## config.mk

```make
export PLATFORM = sky130hd
export DESIGN_NAME = cmp_top
export DESIGN_NICKNAME = d
export VERILOG_FILES = /design/src/cmp_pkg.sv /design/src/cmp_top.sv
export SDC_FILE = /design/constraint.sdc
export NUM_CORES = 1
export LEC_CHECK = 0
export ABC_AREA = 1
export BUFFER_PORTS_ARGS = -buffer_cell sky130_fd_sc_hd__buf_2
export CORE_UTILIZATION = 45
export DETAILED_ROUTE_END_ITERATION = 10
export PLACE_DENSITY = 0.71
export RECOVER_POWER = 100
export SYNTH_ARGS = -nofsm -noshare
export SYNTH_HDL_FRONTEND = slang
export SYNTH_SLANG_ARGS = --single-unit
export TNS_END_PERCENT = 10
```

## constraint.sdc

```tcl
create_clock -name CLK_SYS -period 1.6 [get_ports CLK_SYS]
set_input_delay 0 -clock CLK_SYS [delete_from_list [all_inputs] [get_ports CLK_SYS]]
set_output_delay 0 -clock CLK_SYS [all_outputs]
set_load 0.02 [all_outputs]
```

## src/cmp_pkg.sv

```systemverilog
// Purpose: Constants for the mailbox transmit-pending and unread-status block.
// Assumes: An 8-bit CPU register bus and four mailboxes, mailbox 0 receive-only.
// Notes:   Offsets are byte addresses on the CPU bus.
//
// Contract
// - Writing 1 to a pending bit queues mailboxes 3 to 1 for arbitration.
// - Writing 0 to a pending bit changes nothing.
// - A pending bit sets only while its direction bit is 0.
// - Successful send clears pending and sets transmit acknowledge together.
// - Finished cancel of an unsent message clears pending, sets abort acknowledge.
// - Cancel during send then error or lost arbitration clears pending, sets abort.
// - With retransmission disabled, error or lost arbitration clears pending.
// - Otherwise a failed attempt keeps pending set and is retried.
// - Any pending bit clearing sets the empty-mailbox flag in interrupt flags 1.
// - Receive-direction mailboxes never transmit; cancel request clears their pending.
// - Pending bits 7 to 4 and bit 0 read 0; bit 0 is unwritable.
// - New message before receive or remote flag cleared sets unread status.
// - Unread status clears only by writing 1; bits 7 to 4 read 0.
// - Registers are 8 bits wide and each access takes 4 clock states.
package cmp_pkg;

  localparam logic [15:0] CMP_OFS_MASTER_CONTROL = 16'hF600;
  localparam logic [15:0] CMP_OFS_GENERAL_STATUS = 16'hF601;
  localparam logic [15:0] CMP_OFS_BIT_TIMING_1   = 16'hF602;
  localparam logic [15:0] CMP_OFS_BIT_TIMING_0   = 16'hF603;
  localparam logic [15:0] CMP_OFS_DIRECTION      = 16'hF604;
  localparam logic [15:0] CMP_OFS_MODULE_CONTROL = 16'hF605;
  localparam logic [15:0] CMP_OFS_PENDING        = 16'hF606;
  localparam logic [15:0] CMP_OFS_CANCEL         = 16'hF608;
  localparam logic [15:0] CMP_OFS_TX_ACK         = 16'hF60A;
  localparam logic [15:0] CMP_OFS_ABORT_ACK      = 16'hF60C;
  localparam logic [15:0] CMP_OFS_RX_COMPLETE    = 16'hF60E;
  localparam logic [15:0] CMP_OFS_REMOTE_REQ     = 16'hF610;
  localparam logic [15:0] CMP_OFS_IRQ_FLAGS_1    = 16'hF612;
  localparam logic [15:0] CMP_OFS_IRQ_FLAGS_0    = 16'hF613;
  localparam logic [15:0] CMP_OFS_MB_IRQ_MASK    = 16'hF614;
  localparam logic [15:0] CMP_OFS_IRQ_MASK_1     = 16'hF616;
  localparam logic [15:0] CMP_OFS_IRQ_MASK_0     = 16'hF617;
  localparam logic [15:0] CMP_OFS_RX_ERR_CNT     = 16'hF618;
  localparam logic [15:0] CMP_OFS_TX_ERR_CNT     = 16'hF619;
  localparam logic [15:0] CMP_OFS_TEST_CONTROL   = 16'hF61A;
  localparam logic [15:0] CMP_OFS_UNREAD         = 16'hF61B;
  localparam logic [15:0] CMP_OFS_MSG_CTRL_0_0   = 16'hF620;

  localparam int          CMP_ACCESS_STATES = 4;
  localparam logic [3:0]  CMP_TX_MB_MASK    = 4'hE;
  localparam logic [3:0]  CMP_ALL_MB_MASK   = 4'hF;
  localparam int          CMP_EMPTY_BIT     = 0;
  localparam logic [7:0]  CMP_RST_BYTE      = 8'h00;
  localparam logic [3:0]  CMP_RST_NIBBLE    = 4'h0;
  localparam logic [15:0] CMP_RST_ADDR      = 16'h0000;

  typedef enum logic {
    CMP_BUS_IDLE,
    CMP_BUS_BUSY
  } cmp_bus_state_t;

endpackage

```

## src/cmp_top.sv

```systemverilog
// Purpose: Mailbox transmit-pending control, cancel and acknowledge flags,
//          unread-message status and their CPU register access.
// Assumes: All inputs are synchronous to CLK_SYS; event inputs are one-cycle pulses.
// Notes:   Registers of the controller map not held here read as zero.
`timescale 1ns/1ps
`default_nettype none

module cmp_top
  import cmp_pkg::*;
#(
  parameter int ACC_STATES = CMP_ACCESS_STATES
) (
  input  wire logic        CLK_SYS,
  input  wire logic        RST,
  input  wire logic [15:0] CPU_ADDR,
  input  wire logic [7:0]  CPU_WDATA,
  input  wire logic        CPU_RD,
  input  wire logic        CPU_WR,
  output logic      [7:0]  CPU_RDATA,
  output logic             CPU_ACK,
  input  wire logic [3:0]  TX_OK,
  input  wire logic [3:0]  TX_FAIL,
  input  wire logic [3:0]  TX_BUSY,
  input  wire logic [3:0]  RETX_DISABLE,
  input  wire logic [3:0]  RX_NEW,
  input  wire logic [3:0]  RX_REMOTE,
  output logic      [3:0]  TX_REQ,
  output logic      [3:0]  TX_CANCEL,
  output logic             EMPTY_MAILBOX_FLAG
);

  localparam int CW = 3;
  localparam logic [CW-1:0] LAST_CNT = CW'(ACC_STATES - 1);

  if (ACC_STATES < 2 || ACC_STATES > 8) begin : g_bad_states
    $error("ACC_STATES must lie between 2 and 8.");
  end

  // Bus access state.
  cmp_bus_state_t  state_reg;
  cmp_bus_state_t  state_next;
  logic [CW-1:0]   cnt_reg;
  logic [CW-1:0]   cnt_next;
  logic [15:0]     addr_reg;
  logic [15:0]     addr_next;
  logic [7:0]      wdata_reg;
  logic [7:0]      wdata_next;
  logic            is_wr_reg;
  logic            is_wr_next;
  logic [7:0]      rdata_reg;
  logic [7:0]      rdata_next;
  logic            ack_reg;
  logic            ack_next;
  logic            fire;
  logic            wr_fire;
  logic [3:0]      wnib;

  // Mailbox transmit state.
  logic [7:0]      dir_reg;
  logic [7:0]      dir_next;
  logic [3:0]      pend_reg;
  logic [3:0]      pend_next;
  logic [3:0]      transmit_cancel_request_reg;
  logic [3:0]      transmit_cancel_request_next;
  logic [3:0]      transmit_acknowledge_reg;
  logic [3:0]      transmit_acknowledge_next;
  logic [3:0]      abort_acknowledge_reg;
  logic [3:0]      abort_acknowledge_next;
  logic [3:0]      txreq_reg;
  logic [3:0]      txreq_next;
  logic [7:0]      if1_reg;
  logic [7:0]      if1_next;

  // Receive state.
  logic [3:0]      receive_complete_reg;
  logic [3:0]      receive_complete_next;
  logic [3:0]      remote_frame_request_reg;
  logic [3:0]      remote_frame_request_next;
  logic [3:0]      unread_message_status_reg;
  logic [3:0]      unread_message_status_next;

  // Mailbox event terms.
  logic [3:0]      sw_set;
  logic [3:0]      ok;
  logic [3:0]      fail;
  logic [3:0]      can_idle;
  logic [3:0]      can_fail;
  logic [3:0]      retransmission_disable_fail;
  logic [3:0]      hw_clr;
  logic [3:0]      clr_eff;

  // Bus access sequencer.
  always_comb begin
    state_next = state_reg;
    cnt_next   = cnt_reg;
    addr_next  = addr_reg;
    wdata_next = wdata_reg;
    is_wr_next = is_wr_reg;
    ack_next   = 1'b0;
    fire       = 1'b0;
    unique case (state_reg)
      CMP_BUS_IDLE: begin
        if (CPU_RD || CPU_WR) begin
          state_next = CMP_BUS_BUSY;
          cnt_next   = CW'(1);
          addr_next  = CPU_ADDR;
          wdata_next = CPU_WDATA;
          is_wr_next = CPU_WR;
        end
      end
      CMP_BUS_BUSY: begin
        if (cnt_reg == LAST_CNT) begin
          fire       = 1'b1;
          ack_next   = 1'b1;
          state_next = CMP_BUS_IDLE;
          cnt_next   = CW'(0);
        end else begin
          cnt_next = cnt_reg + CW'(1);
        end
      end
    endcase
  end

  assign wr_fire = fire && is_wr_reg;
  assign wnib    = wdata_reg[3:0];

  // Read data, latched at the last state of a read.
  always_comb begin
    rdata_next = rdata_reg;
    if (fire && !is_wr_reg) begin
      unique case (addr_reg)
        CMP_OFS_DIRECTION:   rdata_next = dir_reg;
        CMP_OFS_PENDING:     rdata_next = {4'h0, pend_reg & CMP_TX_MB_MASK};
        CMP_OFS_CANCEL:      rdata_next = {4'h0, transmit_cancel_request_reg};
        CMP_OFS_TX_ACK:      rdata_next = {4'h0, transmit_acknowledge_reg};
        CMP_OFS_ABORT_ACK:   rdata_next = {4'h0, abort_acknowledge_reg};
        CMP_OFS_RX_COMPLETE: rdata_next = {4'h0, receive_complete_reg};
        CMP_OFS_REMOTE_REQ:  rdata_next = {4'h0, remote_frame_request_reg};
        CMP_OFS_IRQ_FLAGS_1: rdata_next = if1_reg;
        CMP_OFS_UNREAD:      rdata_next = {4'h0, unread_message_status_reg};
        CMP_OFS_MASTER_CONTROL,
        CMP_OFS_GENERAL_STATUS,
        CMP_OFS_BIT_TIMING_1,
        CMP_OFS_BIT_TIMING_0,
        CMP_OFS_MODULE_CONTROL,
        CMP_OFS_IRQ_FLAGS_0,
        CMP_OFS_MB_IRQ_MASK,
        CMP_OFS_IRQ_MASK_1,
        CMP_OFS_IRQ_MASK_0,
        CMP_OFS_RX_ERR_CNT,
        CMP_OFS_TX_ERR_CNT,
        CMP_OFS_TEST_CONTROL,
        CMP_OFS_MSG_CTRL_0_0: rdata_next = CMP_RST_BYTE;
        default:             rdata_next = CMP_RST_BYTE;
      endcase
    end
  end

  // Mailbox transmit control.
  always_comb begin
    sw_set = CMP_RST_NIBBLE;
    if (wr_fire && addr_reg == CMP_OFS_PENDING) begin
      sw_set = wnib & CMP_TX_MB_MASK & ~dir_reg[3:0];
    end
    ok        = TX_OK & pend_reg & CMP_TX_MB_MASK;
    fail      = TX_FAIL & pend_reg & CMP_TX_MB_MASK & ~ok;
    can_idle  = transmit_cancel_request_reg & pend_reg & ~TX_BUSY & ~ok & ~fail;
    can_fail  = transmit_cancel_request_reg & fail;
    retransmission_disable_fail = RETX_DISABLE & fail & ~transmit_cancel_request_reg;
    hw_clr    = ok | can_idle | can_fail | retransmission_disable_fail;
    pend_next = (pend_reg | sw_set) & ~hw_clr & CMP_TX_MB_MASK;
    clr_eff   = hw_clr & (pend_reg | sw_set);

    transmit_acknowledge_next = transmit_acknowledge_reg | ok;
    abort_acknowledge_next = abort_acknowledge_reg | can_idle | can_fail;
    transmit_cancel_request_next  = transmit_cancel_request_reg & ~clr_eff;
    dir_next   = dir_reg;
    if1_next   = if1_reg;
    if (wr_fire) begin
      unique case (addr_reg)
        CMP_OFS_DIRECTION: begin
          dir_next = wdata_reg;
        end
        CMP_OFS_CANCEL: begin
          transmit_cancel_request_next = wnib & CMP_TX_MB_MASK & ~clr_eff;
        end
        CMP_OFS_TX_ACK: begin
          transmit_acknowledge_next = (transmit_acknowledge_reg & ~wnib) | ok;
        end
        CMP_OFS_ABORT_ACK: begin
          abort_acknowledge_next = (abort_acknowledge_reg & ~wnib) | can_idle | can_fail;
        end
        CMP_OFS_IRQ_FLAGS_1: begin
          if1_next = if1_reg & ~wdata_reg;
        end
        default: begin
        end
      endcase
    end
    transmit_acknowledge_next = transmit_acknowledge_next & CMP_TX_MB_MASK;
    abort_acknowledge_next = abort_acknowledge_next & CMP_TX_MB_MASK;
    if (|clr_eff) begin
      if1_next[CMP_EMPTY_BIT] = 1'b1;
    end
    txreq_next = pend_next & ~dir_next[3:0] & ~transmit_cancel_request_next;
  end

  // Receive flags and unread status.
  always_comb begin
    receive_complete_next = receive_complete_reg;
    remote_frame_request_next = remote_frame_request_reg;
    unread_message_status_next = unread_message_status_reg | (RX_NEW & (receive_complete_reg | remote_frame_request_reg));
    if (wr_fire) begin
      unique case (addr_reg)
        CMP_OFS_RX_COMPLETE: begin
          receive_complete_next = receive_complete_reg & ~wnib;
        end
        CMP_OFS_REMOTE_REQ: begin
          remote_frame_request_next = remote_frame_request_reg & ~wnib;
        end
        CMP_OFS_UNREAD: begin
          unread_message_status_next = (unread_message_status_reg & ~wnib) | (RX_NEW & (receive_complete_reg | remote_frame_request_reg));
        end
        default: begin
        end
      endcase
    end
    receive_complete_next = receive_complete_next | (RX_NEW & ~RX_REMOTE);
    remote_frame_request_next = remote_frame_request_next | (RX_NEW & RX_REMOTE);
  end

  // Bus registers.
  always_ff @(posedge CLK_SYS) begin
    if (RST) begin
      state_reg <= CMP_BUS_IDLE;
      cnt_reg   <= CW'(0);
      addr_reg  <= CMP_RST_ADDR;
      wdata_reg <= CMP_RST_BYTE;
      is_wr_reg <= 1'b0;
      rdata_reg <= CMP_RST_BYTE;
      ack_reg   <= 1'b0;
    end else begin
      state_reg <= state_next;
      cnt_reg   <= cnt_next;
      addr_reg  <= addr_next;
      wdata_reg <= wdata_next;
      is_wr_reg <= is_wr_next;
      rdata_reg <= rdata_next;
      ack_reg   <= ack_next;
    end
  end

  // Mailbox registers.
  always_ff @(posedge CLK_SYS) begin
    if (RST) begin
      dir_reg   <= CMP_RST_BYTE;
      pend_reg  <= CMP_RST_NIBBLE;
      transmit_cancel_request_reg  <= CMP_RST_NIBBLE;
      transmit_acknowledge_reg <= CMP_RST_NIBBLE;
      abort_acknowledge_reg <= CMP_RST_NIBBLE;
      txreq_reg <= CMP_RST_NIBBLE;
      if1_reg   <= CMP_RST_BYTE;
      receive_complete_reg  <= CMP_RST_NIBBLE;
      remote_frame_request_reg  <= CMP_RST_NIBBLE;
      unread_message_status_reg  <= CMP_RST_NIBBLE;
    end else begin
      dir_reg   <= dir_next;
      pend_reg  <= pend_next;
      transmit_cancel_request_reg  <= transmit_cancel_request_next;
      transmit_acknowledge_reg <= transmit_acknowledge_next;
      abort_acknowledge_reg <= abort_acknowledge_next;
      txreq_reg <= txreq_next;
      if1_reg   <= if1_next;
      receive_complete_reg  <= receive_complete_next;
      remote_frame_request_reg  <= remote_frame_request_next;
      unread_message_status_reg  <= unread_message_status_next;
    end
  end

  assign CPU_RDATA          = rdata_reg;
  assign CPU_ACK            = ack_reg;
  assign TX_REQ             = txreq_reg;
  assign TX_CANCEL          = transmit_cancel_request_reg;
  assign EMPTY_MAILBOX_FLAG = if1_reg[CMP_EMPTY_BIT];

endmodule

`default_nettype wire

```

==> flow_summary.ini, run 1 <==
[die]
floorplan.initialDensity_pct = 46.7
design.portCount = 70
die_boundary_height_um = 91.6
core.rowCount = 32
chipWidth_um = 91.6
fp.dieArea_um2 = 8390
core_um2 = 7730

[sta]
setup_tns_ns = -0.452
final-hold-violation-count = 0
timing.final.ws_setup_ns = -0.0833
timing.final.max_slew_violations = 0
fmax_mhz = 594
max_clock_skew_ns = 0.0157
portion_of_the_clock_cycle_consumed_by_the_worst_path_in_the_final_layout_pct = 105
report.final.setup_viol = 11
period_needed_ns = 1.68
whs_ns = 0.0318
rsz0062_at_grt = true

[worst_setup_path]
cp_top_family = simple AND/OR/NAND/NOR gates
worstPathCellList = nor2_4 -> nand2_4 -> nor4_4 -> buf_4 -> nand3_4 -> o21ai_1 -> inv_1 -> nand2_1 -> nor2_2
worst-path-buf-inv = 2
rr_startpoint = addr_reg[7]$_SDFFE_PP0P_
slowest_delay_ns = 0.34
critPathLaunchType = flop
worst_r2r_path_depth = 9
ff2ff_setup_slack_ns = -0.08
worst-endpoint-arrival_ns = 1.94
critPathMaxFanout = 8
worstSetupPathType = flop to flop
cp-end-kind = flop
critical_path.slowest_cell = dfxtp_2
critical_path_required_ns = 1.85
crit-reg2reg-capture = TX_REQ[3]$_SDFF_PP0_

[clocking]
cts.path.max_buffers = 2
worst_skew_pair.late_latency_ns = 0.36
path_clk_slew_ns = 0.08
tritoncts = yes
clkSinkCount = 82
ctsRootBufferMaster = clkbuf_8
htreeDepth = 3
tritoncts.num_buffers = 9

[synthesis]
postSynthRegisterBits = 82
synth_top_area_share_pct = 45.5
synth.avg_cell_area_um2 = 7.21
synth_most_common_cell = nand2_1
netlist-cell-type-count = 30
syn_nets = 554
synth.top_cells.by_area = dfxtp_1 (45%), nand2_1 (8.8%), o21ai_0 (7.6%)
syn_inst = 501
synth_async_sr_flop_share_pct = 0
count_of_flip_flops_with_a_built_in_enable_after_synthesis = 0
yosysTopAreaCell = dfxtp_1
syn-cell-area_um2 = 3610
synth.cells.most_frequent = nand2_1 (85), dfxtp_1 (82), nor2_1 (66), o21ai_0 (55), inv_1 (47)
synth_seq_area_share_pct = 45.5
postSynth.topFlopCell = dfxtp_1
synth_warnings = 0

[detailed_routing]
drt-wirelength-per-cell_um = 13.8
drt-total-wl_um = 10200
detailedRoute.firstIterationViolations = 270
routed-via-count = 3809
detailedRoute.firstPassIterationCount = 5
via_per_inst = 5.16
postRouteAntennaNets = 0
route.detailed.drc = 0

[finish]
layout.nets = 684
fin_util_pct = 65.4
final_design_area_no_fill_um2 = 5050
n_antenna_cell = 0
largest_register_ffs = 16
layout-drive-gt1-share_pct = 24.5
area.growth.synth_to_final_pct = 40.0

[worst_hold_path]
min-delay-start = TX_FAIL[3]
timing.hold.worst_endpoint = abort_acknowledge_reg[3]$_SDFF_PP0_
min_path_cells = 3
min-delay-path-class = input pin to flop

[outcome]
run_status = finished with violations
violations = negative setup slack

[place]
place_congestion = 0.949
port-buffer-count = 64
detailedPlace.worstSlack_ns = 0.0264
detailedPlacementHpwl_um = 6400
placedInstanceArea_um2 = 4180

[grt]
number_of_global_route_vias_before_repair = 3636
antenna_found_initial = 0
grt_usage_pct = 24.6
global_route.overflow_total = 0
grt_max_degree = 41
grt_first_pass_wirelength_um = 16300

[power_and_ir_drop]
power_per_cell_area_nw_per_um2 = 834
total_leakage_power_nw = 2.16
vdd_drop_max_mv = 0.641

[flow_run]
max-cap-violations = 0
-- kinds of logic after synthesis --
logic type / Yosys count / share of synthesized area (%)
and+or+nand+nor: 224 / 27.7
AOI/OAI and AO/OA: 122 / 18.5
DFF: 82 / 45.5
buffers and inverters: 71 / 7.93
adders and majority gates: 1 / 0.346
other: 1 / 0.104
-- cell usage in the layout (no fill, tap or decap), drive strengths merged --
cell type and instances:
conb 1, a21oi 49, clkinv 2, nor4 1
and3 6, a2111oi 1, bufinv 1, nand3 46
buf 74, dlygate4sd3 40, clkinvlp 1, inv 54
nand2 89, o31ai 1, dfxtp 82, nor3b 2
ha 1, nand4 4, clkbuf 34, o211ai 4
nor3 2, nor2 74, o21ai 67
-- per-layer routing --
layer	GRT usage, %	up-vias	wire length, um
li1	-	1904	-
met1	29.7	1760	4270
met2	42.3	126	5160
met3	4.77	19	581
met4	10.8	0	208
met5	0	-	0
-- where the power goes --
group          internal (mW)  switching [mW]  total (mW)
Sequential              2.13          0.0677        2.20
Clock                  0.741           0.788        1.53
Combinational          0.231           0.256       0.488
-- worst max-delay path by stage --
stage | startpoint | endpoint | depth (start not counted)
finish | addr_reg[7]$_SDFFE_PP0P_ | TX_REQ[3]$_SDFF_PP0_ | 9
global route | addr_reg[7]$_SDFFE_PP0P_ | TX_REQ[3]$_SDFF_PP0_ | 9
CTS | addr_reg[8]$_SDFFE_PP0P_ | CPU_RDATA[2]$_SDFFE_PP0P_ | 11
detailed placement | addr_reg[8]$_SDFFE_PP0P_ | CPU_RDATA[2]$_SDFFE_PP0P_ | 11
global placement | addr_reg[8]$_SDFFE_PP0P_ | CPU_RDATA[2]$_SDFFE_PP0P_ | 11
floorplan | addr_reg[6]$_SDFFE_PP0P_ | flop | 7
-- through the flow --
stage | cells | total power [mW]
6_report | 738 | 4.21
4_1_cts | 728 | 4.15
2_1_floorplan | 501 | 2.43
3_5_place_dp | 672 | 2.57
3_3_place_gp | 672 | 2.56
5_1_grt | 738 | 4.38
-- area by class of cell --
class,count,area (um2)
fill,648,2670
multi-input combinational,348,1820
sequential,82,1650
timing repair buffer,138,1050
inverter,52,200
clock buffer,10,128
tap,102,128
clock inverter,6,72.6
-- worst register-to-register path, stage by stage (launching register included) --
cell and delay (ns):
dfxtp_2 0.34, nor2_4 0.14, nand2_4 0.10, nor4_4 0.30, buf_4 0.18, nand3_4 0.14
o21ai_1 0.19, inv_1 0.09, nand2_1 0.08, nor2_2 0.03
-- what timing repair did --
item | 4_1_cts | 5_1_grt
hold buffers | 40 | 0
buffers inserted | 0 | 7
resized for setup | 0 | 57
hold endpoints to repair | 40 | 0
endpoints found under the setup margin | 0 | 49
(Power assumes the default switching activity.)
==> inputs of run 2 (changes only) <==
--- a/config.mk
+++ b/config.mk
@@ -9,6 +9,7 @@
 export BUFFER_PORTS_ARGS = -buffer_cell sky130_fd_sc_hd__buf_2
 export CORE_UTILIZATION = 45
 export DETAILED_ROUTE_END_ITERATION = 10
+export GPL_TIMING_DRIVEN = 0
 export PLACE_DENSITY = 0.71
 export RECOVER_POWER = 100
 export SYNTH_ARGS = -nofsm -noshare
==> run 2 against run 1 <==
  * The run now ends clean
  * Register-to-register slack better by 0.10 ns
  * First-iteration DRC count decreased by 16%
  * Via count fell by 1.6%
  * Clock power increased by 17%
  * Sequential share of layout area grew 0.57 points
  * Non-clock buffer count is 5 lower
  * Final cell count shrank 0.68%
  * Count of clock-buffer cells in the layout unchanged
  * Sequential power hardly changed
  * Critical path type unchanged
  * Critical endpoint is now if1_reg[0]$_SDFFE_PP0P_
  * Largest cell class unchanged
  * Highest routed layer unchanged
==> flow_summary.ini, run 2 (synthesis results as in run 1) <==
[finish]
fin_util_pct = 64.2
layout.cells.most_common_list = nand2_1 (82), dfxtp_1 (76), nor2_1 (56), buf_2 (53), inv_1 (46)
layout-drive-gt1-share_pct = 22.5
largest_register_ffs = 16
area.growth.synth_to_final_pct = 37.4
layout.nets = 679
final_design_area_no_fill_um2 = 4960
final_common_cell = nand2_1
n_antenna_cell = 0

[grt]
met2_usage_pct = 43.5
grt_max_degree = 15
number_of_global_route_vias_before_repair = 3609
grt_first_pass_wirelength_um = 16400
grt_usage_pct = 25.0
grt_most_used_layer = met2
antenna_found_initial = 0
met1_usage_pct = 29.5
global_route.overflow_total = 0
met3_usage_pct = 5.86

[power_and_ir_drop]
power.share.switching_pct = 24.2
fin_total_pwr_mw = 4.46
power.internal_mw = 3.38
power.share.combinational_pct = 10.6
clock_network_power_share_pct = 40.2
sequentialPowerShare_pct = 49.2
power_per_cell_area_nw_per_um2 = 900
vdd_drop_max_mv = 0.599
switchingPower_mw = 1.08
total_leakage_power_nw = 2.11

[sta]
report.final.setup_viol = 0
timing.final.max_slew_violations = 0
final-hold-violation-count = 0
whs_ns = 0.0498
fmax_mhz = 633
max_clock_skew_ns = 0.0126
max_slew_margin_pct = 60.5
worst_slew_pin_slew_ns = 0.593
period_needed_ns = 1.58
rsz0062_at_grt = true
portion_of_the_clock_cycle_consumed_by_the_worst_path_in_the_final_layout_pct = 98.7

[worst_setup_path]
worstSetupPathType = flop to flop
cp-end-kind = flop
critical_path_required_ns = 1.86
critPathMaxFanout = 5
worst-endpoint-arrival_ns = 1.84
critPathLaunchType = flop

[clocking]
path_clk_slew_ns = 0.08
clkSinkCount = 82
htreeDepth = 3
ctsRootBufferMaster = clkbuf_8
tritoncts = yes
worst_skew_pair.late_latency_ns = 0.36
tritoncts.num_buffers = 9
cts.path.max_buffers = 2

[die]
core.rowCount = 32
design.portCount = 70
die_boundary_height_um = 91.6
core_um2 = 7730
floorplan.initialDensity_pct = 46.7
fp.dieArea_um2 = 8390
chipWidth_um = 91.6

[detailed_routing]
detailedRoute.firstIterationViolations = 226
drt-total-wl_um = 10100
route.detailed.drc = 0
routed-via-count = 3748
drt-wirelength-per-cell_um = 13.8
via_per_inst = 5.11
postRouteAntennaNets = 0
detailedRoute.firstPassIterationCount = 4

[worst_hold_path]
min-delay-path-class = input pin to flop

[place]
place_congestion = 0.938
port-buffer-count = 64
detailedPlacementHpwl_um = 6920
placedInstanceArea_um2 = 4060

[outcome]
run_status = completed

[flow_run]
max-cap-violations = 0
run 2: changes by cell type in the layout (fill, tap and decap cells not counted), sizes merged:
cell         before  now
buf              74   67
bufinv            1    3
clkbuf           34   35
clkinv            2    3
dlygate4sd3      40   41
inv              54   51
run 2: final cells by class:
type	instances	area (um2)
Fill cell	685	2770
Multi-Input combinational cell	348	1830
Sequential cell	82	1650
Timing Repair Buffer	114	798
Inverter	52	201
Clock buffer	10	128
Tap cell	102	128
Clock inverter	6	115
Buffer	19	108
run 2: layer usage:
layer	routed length [um]	share of wire, %
met3	489	4.8
met4	291	2.9
met5	0	0
met1	4330	43
met2	5020	50
run 2: repair_timing:
action | CTS | global route
hold endpoints to repair | 41 | 0
endpoints found under the setup margin | 73 | 57
hold buffers | 41 | 0
pin swaps | 1 | 12
gates resized for setup | 17 | 47
buffers inserted | 1 | 8
run 2: final timing paths:
kind / from / end / slack (ns) / cells past startpoint
max: cnt_reg[0]$_SDFFE_PP0P_ / if1_reg[0]$_SDFFE_PP0P_ / 0.02 / 10
min: TX_FAIL[3] / abort_acknowledge_reg[3]$_SDFF_PP0_ / 0.05 / 3
max reg2reg: cnt_reg[0]$_SDFFE_PP0P_ / if1_reg[0]$_SDFFE_PP0P_ / 0.02 / 10
min reg2reg: if1_reg[6]$_SDFFE_PP0P_ / if1_reg[6]$_SDFFE_PP0P_ / 0.46 / 2
run 2: per-stage QoR:
stage	setup slack, ns	TNS [ns]	std cells
3_5_place_dp	-0.279	-6.84	667
6_report	0.0214	0	733
5_1_grt	-0.128	-1.14	733
2_1_floorplan	0.126	0	501
3_3_place_gp	-0.251	-5.97	667
4_1_cts	-0.0665	-0.268	725
run 2: critical path, cell delays in order (launching register included):
cell and delay [ns]:
dfxtp_2 0.37, ha_4 0.15, nand2_4 0.05, nor2_4 0.16, nand2_4 0.09, inv_6 0.09
nand3_2 0.12, o21ai_2 0.17, nand4_1 0.13, nand2_1 0.10, inv_1 0.04
run 2: power by group through the flow:
stage          Sequential [mW]  Combinational (mW)  Clock (mW)
2_1_floorplan             2.22               0.217           0
3_3_place_gp              2.23               0.330           0
3_5_place_dp              2.23               0.339           0
4_1_cts                   2.19               0.429        1.82
5_1_grt                   2.21               0.525        1.90
6_report                  2.20               0.472        1.79
